## config.mk

```make
export PLATFORM = sky130hd
export DESIGN_NAME = arsr_device_flat
export DESIGN_NICKNAME = d
export VERILOG_FILES = /design/src/common/arsr_pkg.sv /design/src/common/arsr_if.sv /design/src/logic/arsr_device.sv /design/src/flat_wrapper.sv
export SDC_FILE = /design/constraint.sdc
export NUM_CORES = 1
export LEC_CHECK = 0
export BUFFER_PORTS_ARGS = -buffer_cell sky130_fd_sc_hd__buf_2
export CAP_MARGIN = 25
export CORE_MARGIN = 10
export CORE_UTILIZATION = 23
export DETAILED_ROUTE_END_ITERATION = 10
export GPL_ROUTABILITY_DRIVEN = 0
export REMOVE_ABC_BUFFERS = 1
export SKIP_LAST_GASP = 1
export SYNTH_ARGS = -nofsm -noshare
export SYNTH_HDL_FRONTEND = slang
export SYNTH_SLANG_ARGS = --single-unit
```

## constraint.sdc

```tcl
create_clock -name pclk -period 6.8 [get_ports pclk]
set_clock_uncertainty 0.15 [all_clocks]
set_input_delay 0.68 -clock pclk [delete_from_list [all_inputs] [get_ports pclk]]
set_output_delay 0.68 -clock pclk [all_outputs]
set_load 0.02 [all_outputs]
```

## src/common/arsr_pkg.sv

```systemverilog
// Shared constants and types for the converter readout link, device and host ends.
// Assumes both ends run on the same 200 MHz pclk.
package arsr_pkg;

  // ----------------------------------------------------------------
  // Word layout
  // ----------------------------------------------------------------
  localparam int unsigned WORD_BITS   = 32;
  localparam int unsigned RESULT_BITS = 24;
  localparam int unsigned ST_RDY      = 7;
  localparam int unsigned ST_FILT     = 6;
  localparam int unsigned ST_ERR      = 5;
  localparam int unsigned ST_PART_HI  = 4;
  localparam int unsigned ST_PART_LO  = 3;
  localparam int unsigned ST_GAIN     = 2;
  localparam int unsigned ST_CHK_HI   = 1;
  localparam int unsigned ST_CHK_LO   = 0;
  localparam logic [1:0]  CHECK_GOOD  = 2'h1;
  // Part code value is arbitrary.
  localparam logic [1:0]  PART_CODE_DEF = 2'h2;

  // ----------------------------------------------------------------
  // Timing
  // ----------------------------------------------------------------
  localparam longint PCLK_PERIOD_PS   = 5000;
  localparam longint WAKE_TIME_MS     = 1;
  localparam longint SETTLE_FAST_MS   = 120;
  localparam longint SETTLE_SLOW_MS   = 300;
  localparam int unsigned SETTLE_FAST_CONV = 2;
  localparam int unsigned SETTLE_SLOW_CONV = 3;
  localparam longint LEAD_TIME_NS     = 1000;
  localparam longint SCLK_HALF_NS     = 60;
  localparam int unsigned WAKE_CYC     = int'((WAKE_TIME_MS * 1000000000 + PCLK_PERIOD_PS - 1) / PCLK_PERIOD_PS);
  localparam int unsigned PER_FAST_CYC = int'(SETTLE_FAST_MS * 1000000000 / PCLK_PERIOD_PS / SETTLE_FAST_CONV);
  localparam int unsigned PER_SLOW_CYC = int'(SETTLE_SLOW_MS * 1000000000 / PCLK_PERIOD_PS / SETTLE_SLOW_CONV);
  localparam int unsigned LEAD_CYC     = int'((LEAD_TIME_NS * 1000 + PCLK_PERIOD_PS - 1) / PCLK_PERIOD_PS);
  localparam int unsigned SCLK_HALF_CYC = int'((SCLK_HALF_NS * 1000 + PCLK_PERIOD_PS - 1) / PCLK_PERIOD_PS);
  localparam int unsigned CNT_W = 25;
  typedef logic [CNT_W-1:0] arsr_cnt_t;
  // Synchroniser reset levels match each pin's idle level, so no false edge follows reset.
  localparam logic [3:0]  PIN_IDLE = 4'h1;

  // ----------------------------------------------------------------
  // Host registers
  // ----------------------------------------------------------------
  localparam logic [11:0] REG_CTRL  = 12'h000;
  localparam logic [11:0] REG_STAT  = 12'h004;
  localparam logic [11:0] REG_WORD  = 12'h008;
  localparam int unsigned CTRL_WAKE = 0;
  localparam int unsigned CTRL_FILT = 1;
  localparam int unsigned CTRL_GAIN = 2;
  localparam logic [2:0]  CTRL_RST  = 3'h0;
  localparam int unsigned STAT_NEW  = 0;
  localparam int unsigned STAT_CERR = 1;
  localparam int unsigned STAT_BUSY = 2;
  localparam int unsigned STAT_LOW  = 3;

  // ----------------------------------------------------------------
  // State types
  // ----------------------------------------------------------------
  typedef enum logic [1:0] {
    DEV_OFF    = 2'h0,
    DEV_WAKE   = 2'h1,
    DEV_SETTLE = 2'h3,
    DEV_RUN    = 2'h2
  } arsr_dev_state_t;

  typedef enum logic [1:0] {
    HST_IDLE  = 2'h0,
    HST_SHIFT = 2'h1,
    HST_WAIT  = 2'h3
  } arsr_host_state_t;

endpackage

```

## src/common/arsr_if.sv

```systemverilog
// Pin-level link between the converter readout device and its host.
// Assumes a pull-up on the shared data/ready line while the device floats it.
`timescale 1ns/100ps
interface arsr_if;
  logic sclk;
  logic sleep_reset_n;
  logic filter_sel;
  logic gain_sel;
  logic dout_o;
  logic dout_oe_n;
  logic line;
  logic line_z;

  assign line   = dout_oe_n ? 1'b1 : dout_o;
  assign line_z = dout_oe_n;

  modport device (
    input  sclk,
    input  sleep_reset_n,
    input  filter_sel,
    input  gain_sel,
    output dout_o,
    output dout_oe_n
  );

  modport host (
    output sclk,
    output sleep_reset_n,
    output filter_sel,
    output gain_sel,
    input  line
  );
endinterface

```

## src/logic/arsr_device.sv

```systemverilog
// Device end of the converter readout: conversion timing and the serial output word.
// Assumes the host drives sclk and the control pins asynchronously to pclk.
//
// Contract
// - Link is shift clock plus shared line.
// - Line low when fresh word available.
// - Shift 32 bits: result then status.
// - Line high after word fully read.
// - Unread word withdrawn shortly before update.
// - Each conversion readable only once.
// - Every conversion reloads, abandoning partial shift.
// - Host finishes read before next conversion.
// - Line floats while sleep/reset low.
// - Wait oscillator start, then convert continuously.
// - First conversion after full filter settling.
// - Line high on wake until conversion.
// - Later conversions at selected update rate.
// - Filter/gain change restarts conversion, line high.
// - Line high until new settling elapses.
// - Host finishes read before changing pins.
// - Range error bit set on bad input.
// - Status carries two-bit part code.
// - Check pattern 01 marks good transfer.
// - Filter low 16.7 Hz, high 10 Hz.
// - Gain low 128, high unity.
//
// The APB interface to the registers and the register addresses were chosen for this implementation.
`timescale 1ns/100ps
module arsr_device #(
  parameter int unsigned WAKE_CYC     = arsr_pkg::WAKE_CYC,
  parameter int unsigned PER_FAST_CYC = arsr_pkg::PER_FAST_CYC,
  parameter int unsigned PER_SLOW_CYC = arsr_pkg::PER_SLOW_CYC,
  parameter logic [1:0]  PART_CODE    = arsr_pkg::PART_CODE_DEF
) (
  // Clock and reset
  input  wire logic        pclk,
  input  wire logic        presetn,
  // Link
  arsr_if.device           lnk,
  // Converter core
  input  wire logic [23:0] sample_data,
  input  wire logic        sample_range_err,
  output logic             conv_done
);

  // ----------------------------------------------------------------
  // Pin synchronisers
  // ----------------------------------------------------------------
  localparam int unsigned PIN_SCLK = 0;
  localparam int unsigned PIN_WAKE = 1;
  localparam int unsigned PIN_FILT = 2;
  localparam int unsigned PIN_GAIN = 3;

  wire  [3:0] pin_raw;
  logic [3:0] meta_ff;
  logic [3:0] sync_ff;
  logic [3:0] prev_ff;

  assign pin_raw = {lnk.gain_sel, lnk.filter_sel, lnk.sleep_reset_n, lnk.sclk};

  generate
    for (genvar i = 0; i < 4; i++) begin : g_sync
      always_ff @(posedge pclk or negedge presetn) begin
        if (!presetn) begin
          meta_ff[i] <= arsr_pkg::PIN_IDLE[i];
          sync_ff[i] <= arsr_pkg::PIN_IDLE[i];
          prev_ff[i] <= arsr_pkg::PIN_IDLE[i];
        end else begin
          meta_ff[i] <= pin_raw[i];
          sync_ff[i] <= meta_ff[i];
          prev_ff[i] <= sync_ff[i];
        end
      end
    end
  endgenerate

  // ----------------------------------------------------------------
  // Decode
  // ----------------------------------------------------------------
  arsr_pkg::arsr_dev_state_t state_ff;
  arsr_pkg::arsr_dev_state_t nxt_state;
  arsr_pkg::arsr_cnt_t       cnt_ff;
  arsr_pkg::arsr_cnt_t       nxt_cnt;
  logic [1:0]                settle_ff;
  logic [1:0]                nxt_settle;
  logic [31:0]               sh_ff;
  logic [31:0]               nxt_sh;
  logic [4:0]                bits_ff;
  logic [4:0]                nxt_bits;
  logic                      avail_ff;
  logic                      nxt_avail;
  logic                      started_ff;
  logic                      nxt_started;
  logic                      done_ff;
  logic                      nxt_done;
  logic                      line_ff;
  logic                      oe_n_ff;

  wire awake     = sync_ff[PIN_WAKE];
  wire filt_slow = sync_ff[PIN_FILT];
  wire gain_one  = sync_ff[PIN_GAIN];
  wire sclk_fall = prev_ff[PIN_SCLK] & ~sync_ff[PIN_SCLK];
  wire sclk_rise = ~prev_ff[PIN_SCLK] & sync_ff[PIN_SCLK];
  wire cfg_chg   = (sync_ff[PIN_FILT] ^ prev_ff[PIN_FILT]) | (sync_ff[PIN_GAIN] ^ prev_ff[PIN_GAIN]);

  wire arsr_pkg::arsr_cnt_t per_last = filt_slow ? arsr_pkg::arsr_cnt_t'(PER_SLOW_CYC - 1)
                                                 : arsr_pkg::arsr_cnt_t'(PER_FAST_CYC - 1);
  wire arsr_pkg::arsr_cnt_t lead_at  = per_last - arsr_pkg::arsr_cnt_t'(arsr_pkg::LEAD_CYC);
  wire [1:0] settle_last = filt_slow ? 2'(arsr_pkg::SETTLE_SLOW_CONV - 1)
                                     : 2'(arsr_pkg::SETTLE_FAST_CONV - 1);
  wire per_end   = (cnt_ff == per_last);
  wire wake_end  = (cnt_ff == arsr_pkg::arsr_cnt_t'(WAKE_CYC - 1));
  wire in_lead   = (cnt_ff >= lead_at) & ~per_end;

  wire [7:0] status_byte = {
    1'b0,
    filt_slow,
    sample_range_err,
    PART_CODE,
    gain_one,
    arsr_pkg::CHECK_GOOD
  };
  wire [31:0] load_word = {sample_data, status_byte};

  // ----------------------------------------------------------------
  // Next state
  // ----------------------------------------------------------------
  always_comb begin
    nxt_state   = state_ff;
    nxt_cnt     = cnt_ff + arsr_pkg::arsr_cnt_t'(1);
    nxt_settle  = settle_ff;
    nxt_sh      = sh_ff;
    nxt_bits    = bits_ff;
    nxt_avail   = avail_ff;
    nxt_started = started_ff;
    nxt_done    = 1'b0;

    // Shifting first, so that any reload below overrides a half-read word.
    if (avail_ff && sclk_fall) begin
      if (started_ff) begin
        nxt_sh = {sh_ff[30:0], 1'b1};
      end else begin
        nxt_started = 1'b1;
      end
    end
    if (avail_ff && started_ff && sclk_rise) begin
      nxt_bits = bits_ff + 5'h1;
      if (bits_ff == 5'h1f) begin
        nxt_avail   = 1'b0;
        nxt_started = 1'b0;
      end
    end
    if (avail_ff && in_lead) begin
      nxt_avail   = 1'b0;
      nxt_started = 1'b0;
    end

    case (state_ff)
      arsr_pkg::DEV_OFF: begin
        nxt_cnt = '0;
        if (awake) begin
          nxt_state = arsr_pkg::DEV_WAKE;
        end
      end
      arsr_pkg::DEV_WAKE: begin
        if (wake_end) begin
          nxt_state  = arsr_pkg::DEV_SETTLE;
          nxt_cnt    = '0;
          nxt_settle = 2'h0;
        end
      end
      arsr_pkg::DEV_SETTLE, arsr_pkg::DEV_RUN: begin
        if (per_end) begin
          nxt_cnt = '0;
          if (state_ff == arsr_pkg::DEV_SETTLE && settle_ff != settle_last) begin
            nxt_settle = settle_ff + 2'h1;
          end else begin
            nxt_state   = arsr_pkg::DEV_RUN;
            nxt_sh      = load_word;
            nxt_bits    = 5'h0;
            nxt_avail   = 1'b1;
            nxt_started = 1'b0;
            nxt_done    = 1'b1;
          end
        end
      end
      default: begin
        nxt_state = arsr_pkg::DEV_OFF;
      end
    endcase

    // A filter or gain pin change restarts settling from scratch and hides any word.
    if ((state_ff == arsr_pkg::DEV_SETTLE || state_ff == arsr_pkg::DEV_RUN) && cfg_chg) begin
      nxt_state   = arsr_pkg::DEV_SETTLE;
      nxt_cnt     = '0;
      nxt_settle  = 2'h0;
      nxt_avail   = 1'b0;
      nxt_started = 1'b0;
      nxt_done    = 1'b0;
    end
    if (!awake) begin
      nxt_state   = arsr_pkg::DEV_OFF;
      nxt_cnt     = '0;
      nxt_avail   = 1'b0;
      nxt_started = 1'b0;
      nxt_done    = 1'b0;
    end
  end

  // ----------------------------------------------------------------
  // Registers
  // ----------------------------------------------------------------
  always_ff @(posedge pclk or negedge presetn) begin
    if (!presetn) begin
      state_ff   <= arsr_pkg::DEV_OFF;
      cnt_ff     <= '0;
      settle_ff  <= 2'h0;
      sh_ff      <= 32'h0;
      bits_ff    <= 5'h0;
      avail_ff   <= 1'b0;
      started_ff <= 1'b0;
      done_ff    <= 1'b0;
    end else begin
      state_ff   <= nxt_state;
      cnt_ff     <= nxt_cnt;
      settle_ff  <= nxt_settle;
      sh_ff      <= nxt_sh;
      bits_ff    <= nxt_bits;
      avail_ff   <= nxt_avail;
      started_ff <= nxt_started;
      done_ff    <= nxt_done;
    end
  end

  // ----------------------------------------------------------------
  // Pin drive
  // ----------------------------------------------------------------
  // Registered from the next-state values so the pad never sees decode glitches, with no added pclk of latency.
  always_ff @(posedge pclk or negedge presetn) begin
    if (!presetn) begin
      line_ff <= 1'b1;
      oe_n_ff <= 1'b1;
    end else begin
      line_ff <= ~nxt_avail | (nxt_started & nxt_sh[31]);
      oe_n_ff <= (nxt_state == arsr_pkg::DEV_OFF);
    end
  end

  assign lnk.dout_o    = line_ff;
  assign lnk.dout_oe_n = oe_n_ff;
  assign conv_done     = done_ff;

endmodule

```

## src/flat_wrapper.sv

```systemverilog
// flat-port wrapper written by rule: the top's interface ports become plain ports
module arsr_device_flat 
#(
  parameter int unsigned WAKE_CYC     = arsr_pkg::WAKE_CYC,
  parameter int unsigned PER_FAST_CYC = arsr_pkg::PER_FAST_CYC,
  parameter int unsigned PER_SLOW_CYC = arsr_pkg::PER_SLOW_CYC,
  parameter logic [1:0]  PART_CODE    = arsr_pkg::PART_CODE_DEF
)
  (pclk, presetn, sample_data, sample_range_err, conv_done, lnk_sclk, lnk_sleep_reset_n, lnk_filter_sel, lnk_gain_sel, lnk_dout_o, lnk_dout_oe_n);
  arsr_if lnk_i ();
  input  wire logic pclk;
  input  wire logic presetn;
  input  wire logic [23:0] sample_data;
  input  wire logic sample_range_err;
  output logic conv_done;
  input wire logic [$bits(lnk_i.sclk)-1:0] lnk_sclk;
  input wire logic [$bits(lnk_i.sleep_reset_n)-1:0] lnk_sleep_reset_n;
  input wire logic [$bits(lnk_i.filter_sel)-1:0] lnk_filter_sel;
  input wire logic [$bits(lnk_i.gain_sel)-1:0] lnk_gain_sel;
  output wire logic [$bits(lnk_i.dout_o)-1:0] lnk_dout_o;
  output wire logic [$bits(lnk_i.dout_oe_n)-1:0] lnk_dout_oe_n;
  assign lnk_i.sclk = lnk_sclk;
  assign lnk_i.sleep_reset_n = lnk_sleep_reset_n;
  assign lnk_i.filter_sel = lnk_filter_sel;
  assign lnk_i.gain_sel = lnk_gain_sel;
  assign lnk_dout_o = lnk_i.dout_o;
  assign lnk_dout_oe_n = lnk_i.dout_oe_n;
  arsr_device #(.WAKE_CYC(WAKE_CYC), .PER_FAST_CYC(PER_FAST_CYC), .PER_SLOW_CYC(PER_SLOW_CYC), .PART_CODE(PART_CODE)) u_core (.pclk(pclk), .presetn(presetn), .lnk(lnk_i), .sample_data(sample_data), .sample_range_err(sample_range_err), .conv_done(conv_done));
endmodule
```

==> reports/results.tsv <==
stage	metric	value	unit
run_status	outcome	finished clean	
timing	final.period_utilization	46.9	%
clock_tree	cts-buffers-inserted	9	
pwr	seq_power_share	48.6	%
floorplan	die_height	152	microns
floorplan	dieArea	0.0231	sq mm
timing	number_of_hold_slack_violations_in_the_final_timing_report	0	
global_route	grt.met3_usage	2.29	%
pwr	p_switching	0.231	mW
clock_tree	h_tree_levels	3	
timing	measured_slew_at_the_worst_slew_check_pin	767	ps
pwr	p_per_area	221	mW/mm^2
timing	max_freq	313	MHz
floorplan	std_cell_rows	48	
cells_and_area	final_area	0.00474	sq mm
placed_design	placedInstanceArea	0.00441	sq mm
clock_tree	cts.repair_timing.setup_buffer_count	0	
drt	routedWlPerCell	12.8	microns
timing	grt_setup_unrepaired	no	
synth	average_size_of_a_mapped_cell	10.6	sq um
pwr	total_leakage_power	2.27	nW
pwr	clkPwrFrac	47.5	%
drt	ant_nets	0	
cells_and_area	areaGrowthSynthToFinish	18.5	%
global_route	wire_length_of_the_first_global_routing_pass	14400	microns
placed_design	place_ws	3620	ps
global_route	globalRouteMet1Util	9.47	%
synth	synth-seq-cells	82	
global_route	antenna_found_initial	0	
clock_tree	clkSinkCount	82	
cells_and_area	post_layout_net_count	455	
synth	synth.cell_area	0.00400	sq mm
synth	synth_seq_area_share	51.4	%
synth	ys.warnings.count	0	
worst_setup_path	crit_path_kind	reg2reg	
global_route	grt_remaining_overflow	0	
worst_setup_path	crit_path_max_fanout	31	
global_route	grt.busiest_layer	met2	
drt	routed_wirelength	8240	microns
synth	ys_async_sr_fraction	100	%
worst_setup_path	critPathLaunchType	flop	
drt	drt_drc_violations_left	0	
floorplan	design.portCount	34	
worst_setup_path	endpoint_kind	flop	
synth	ys.flop_type	sky130_fd_sc_hd__dfrtp_1	
clock_tree	cts_tree	done	
pwr	internal_power	0.816	mW
drt	detail_route.vias_per_cell	4.44	
job	max-cap-violations	0	
clock_tree	clk_pin_slew_worst_paths	60	ps
clock_tree	max-clock-path-buffers	2	
timing	slew_headroom	48.5	%
global_route	grt_max_degree	83	
cells_and_area	layout_commonest_cell	sky130_fd_sc_hd__dfrtp_1	
drt	drt_pass1_iterations	4	
drt	initialDrtViolationCount	243	
floorplan	initial_utilization	23.3	%
pwr	irDropWorstVdd	0.116	mV
cells_and_area	n_antenna_cell	0	
timing	final_report_max_slew_violation_count	0	
worst_hold_path	class_of_the_tightest_hold_or_removal_check	in2async	
cells_and_area	layout.core_utilization	27.6	%
global_route	global_route.usage.met2	11.4	%
synth	synthCells	378	
placed_design	place.detailed.hpwl	5760	microns
global_route	groute.usage.overall	7.31	%
cells_and_area	drive_gt1_share	16.5	%
cells_and_area	most-common-layout-cells	77 x sky130_fd_sc_hd__dfrtp_1, 70 x sky130_fd_sc_hd__nor2_1, 33 x sky130_fd_sc_hd__mux2i_1	
pwr	power_switching_share	22.1	%
floorplan	chipWidth	152	microns
timing	timing.final.crit_period	3190	ps
clock_tree	cts_resized	0	
clock_tree	root_buffer_selected_by_cts	sky130_fd_sc_hd__clkbuf_16	
worst_setup_path	cp.required	6860	ps
floorplan	core_area	0.0172	sq mm
pwr	fin_total_pwr	1.05	mW
synth	synth_edf_count	0	
timing	finalSetupViolations	0	
drt	routed_via_count	2853	
pwr	power_frac_comb	3.9	%
clock_tree	worst_skew_pair.late_latency	340	ps
global_route	first_global_vias	2898	
worst_setup_path	r2r.worst_path.cells	8	
placed_design	placement.io_buffers	33	
synth	synth.lib_cells_used.distinct	49	
clock_tree	cts_hold_buf	0	
worst_setup_path	cp_data_arrival_time	3250	ps
timing	smallest_setup_slack_after_layout	3610	ps
timing	setup-tns-final	0	ps
power by group through the flow:
stage | Combinational, mW | Clock [mW] | Sequential, mW
2_1_floorplan | 0.0171 | 0 | 0.516
3_3_place_gp | 0.0386 | 0 | 0.517
3_5_place_dp | 0.0406 | 0 | 0.518
4_1_cts | 0.0407 | 0.517 | 0.509
5_1_grt | 0.0481 | 0.538 | 0.510
6_report | 0.0411 | 0.498 | 0.509
flip-flops by register name, summed over array words and instances (netlist names):
register              count
u_core.lnk.dout_o         1
u_core.conv_done          1
u_core.filt_slow          1
u_core.cnt_ff            25
u_core.bits_ff            5
u_core.lnk.dout_oe_n      1
u_core.gain_one           1
u_core.settle_ff          2
u_core.state_ff           2
u_core.sh_ff             32
u_core.started_ff         1
u_core.meta_ff            4
u_core.sync_ff            1
u_core.prev_ff            3
u_core.awake              1
u_core.avail_ff           1
logic make-up (layout without fill, tap and decap cells):
logic type               Yosys count  count (layout)  synth area share (%)
AO/OA/AOI/OAI                     57              57                  8.97
XOR/XNOR                          27              27                  5.91
adder cells (fa/ha/maj)           11              11                  3.44
buffers and inverters             23              63                  2.56
flip-flops                        82              82                  51.4
multiplexers                      33              33                  8.25
AND/OR/NAND/NOR                  145             145                  19.4
stage by stage:
stage | cells | hold WS (ps)
after floorplan | 366 | 181
after global placement | 626 | 190
after detailed placement | 626 | 186
after CTS | 642 | 200
after global routing | 643 | 103
final | 643 | 82.5
worst max-delay path, stage by stage, from the launching register on:
cell	delay, ps
sky130_fd_sc_hd__dfrtp_1	570
sky130_fd_sc_hd__inv_1	160
sky130_fd_sc_hd__ha_1	330
sky130_fd_sc_hd__nand3_1	170
sky130_fd_sc_hd__nor4_4	370
sky130_fd_sc_hd__nand4_2	640
sky130_fd_sc_hd__buf_4	480
sky130_fd_sc_hd__nor2_1	140
sky130_fd_sc_hd__a21oi_1	50
path summary, 6_finish.rpt:
kind / startpoint / endpoint / slack, ps
worst max-delay path: u_core.filt_slow$_DFF_PN0_ / u_core.sh_ff[2]$_DFF_PN0_ / 3610
worst min-delay path: presetn / u_core.meta_ff[2]$_DFF_PN0_ / 80
worst max register to register: u_core.filt_slow$_DFF_PN0_ / u_core.sh_ff[2]$_DFF_PN0_ / 3610
worst min register to register: u_core.meta_ff[3]$_DFF_PN0_ / u_core.gain_one$_DFF_PN0_ / 200
max in group asynchronous: presetn / u_core.prev_ff[0]$_DFF_PN1_ / 5760
min in group pclk: u_core.meta_ff[3]$_DFF_PN0_ / u_core.gain_one$_DFF_PN0_ / 200
per-layer routing:
layer  up-vias  share of wire, %
li1       1405                 -
met1      1401                48
met2        41                48
met3         6               3.6
met4         0              0.81
met5         -                 0
layout make-up:
type,count,area (sq um)
repair buffers,36,210
clock buffers,10,239
clock inverters,6,71.3
flip-flops and latches,82,2060
inverters,11,41.3
well taps,225,282
fillers,1813,12400
multi-input cells,273,1840
cell usage after synthesis (6+ instances only):
cell type                   n  area, sq um
sky130_fd_sc_hd__nand2_1   12         45.0
sky130_fd_sc_hd__xnor2_1    9         78.8
sky130_fd_sc_hd__nand3_1   11         55.1
sky130_fd_sc_hd__a21oi_1   32          160
sky130_fd_sc_hd__nor3_1     8         40.0
sky130_fd_sc_hd__xor2_1    18          158
sky130_fd_sc_hd__mux2i_1   33          330
sky130_fd_sc_hd__clkbuf_1   7         26.3
sky130_fd_sc_hd__and3_1     6         37.5
sky130_fd_sc_hd__nor2_1    70          263
sky130_fd_sc_hd__nand4_1   10         62.6
sky130_fd_sc_hd__inv_1     11         41.3
sky130_fd_sc_hd__dfrtp_1   77         1930
sky130_fd_sc_hd__ha_1      11          138
No activity file was read; power rests on OpenSTA's default activity.
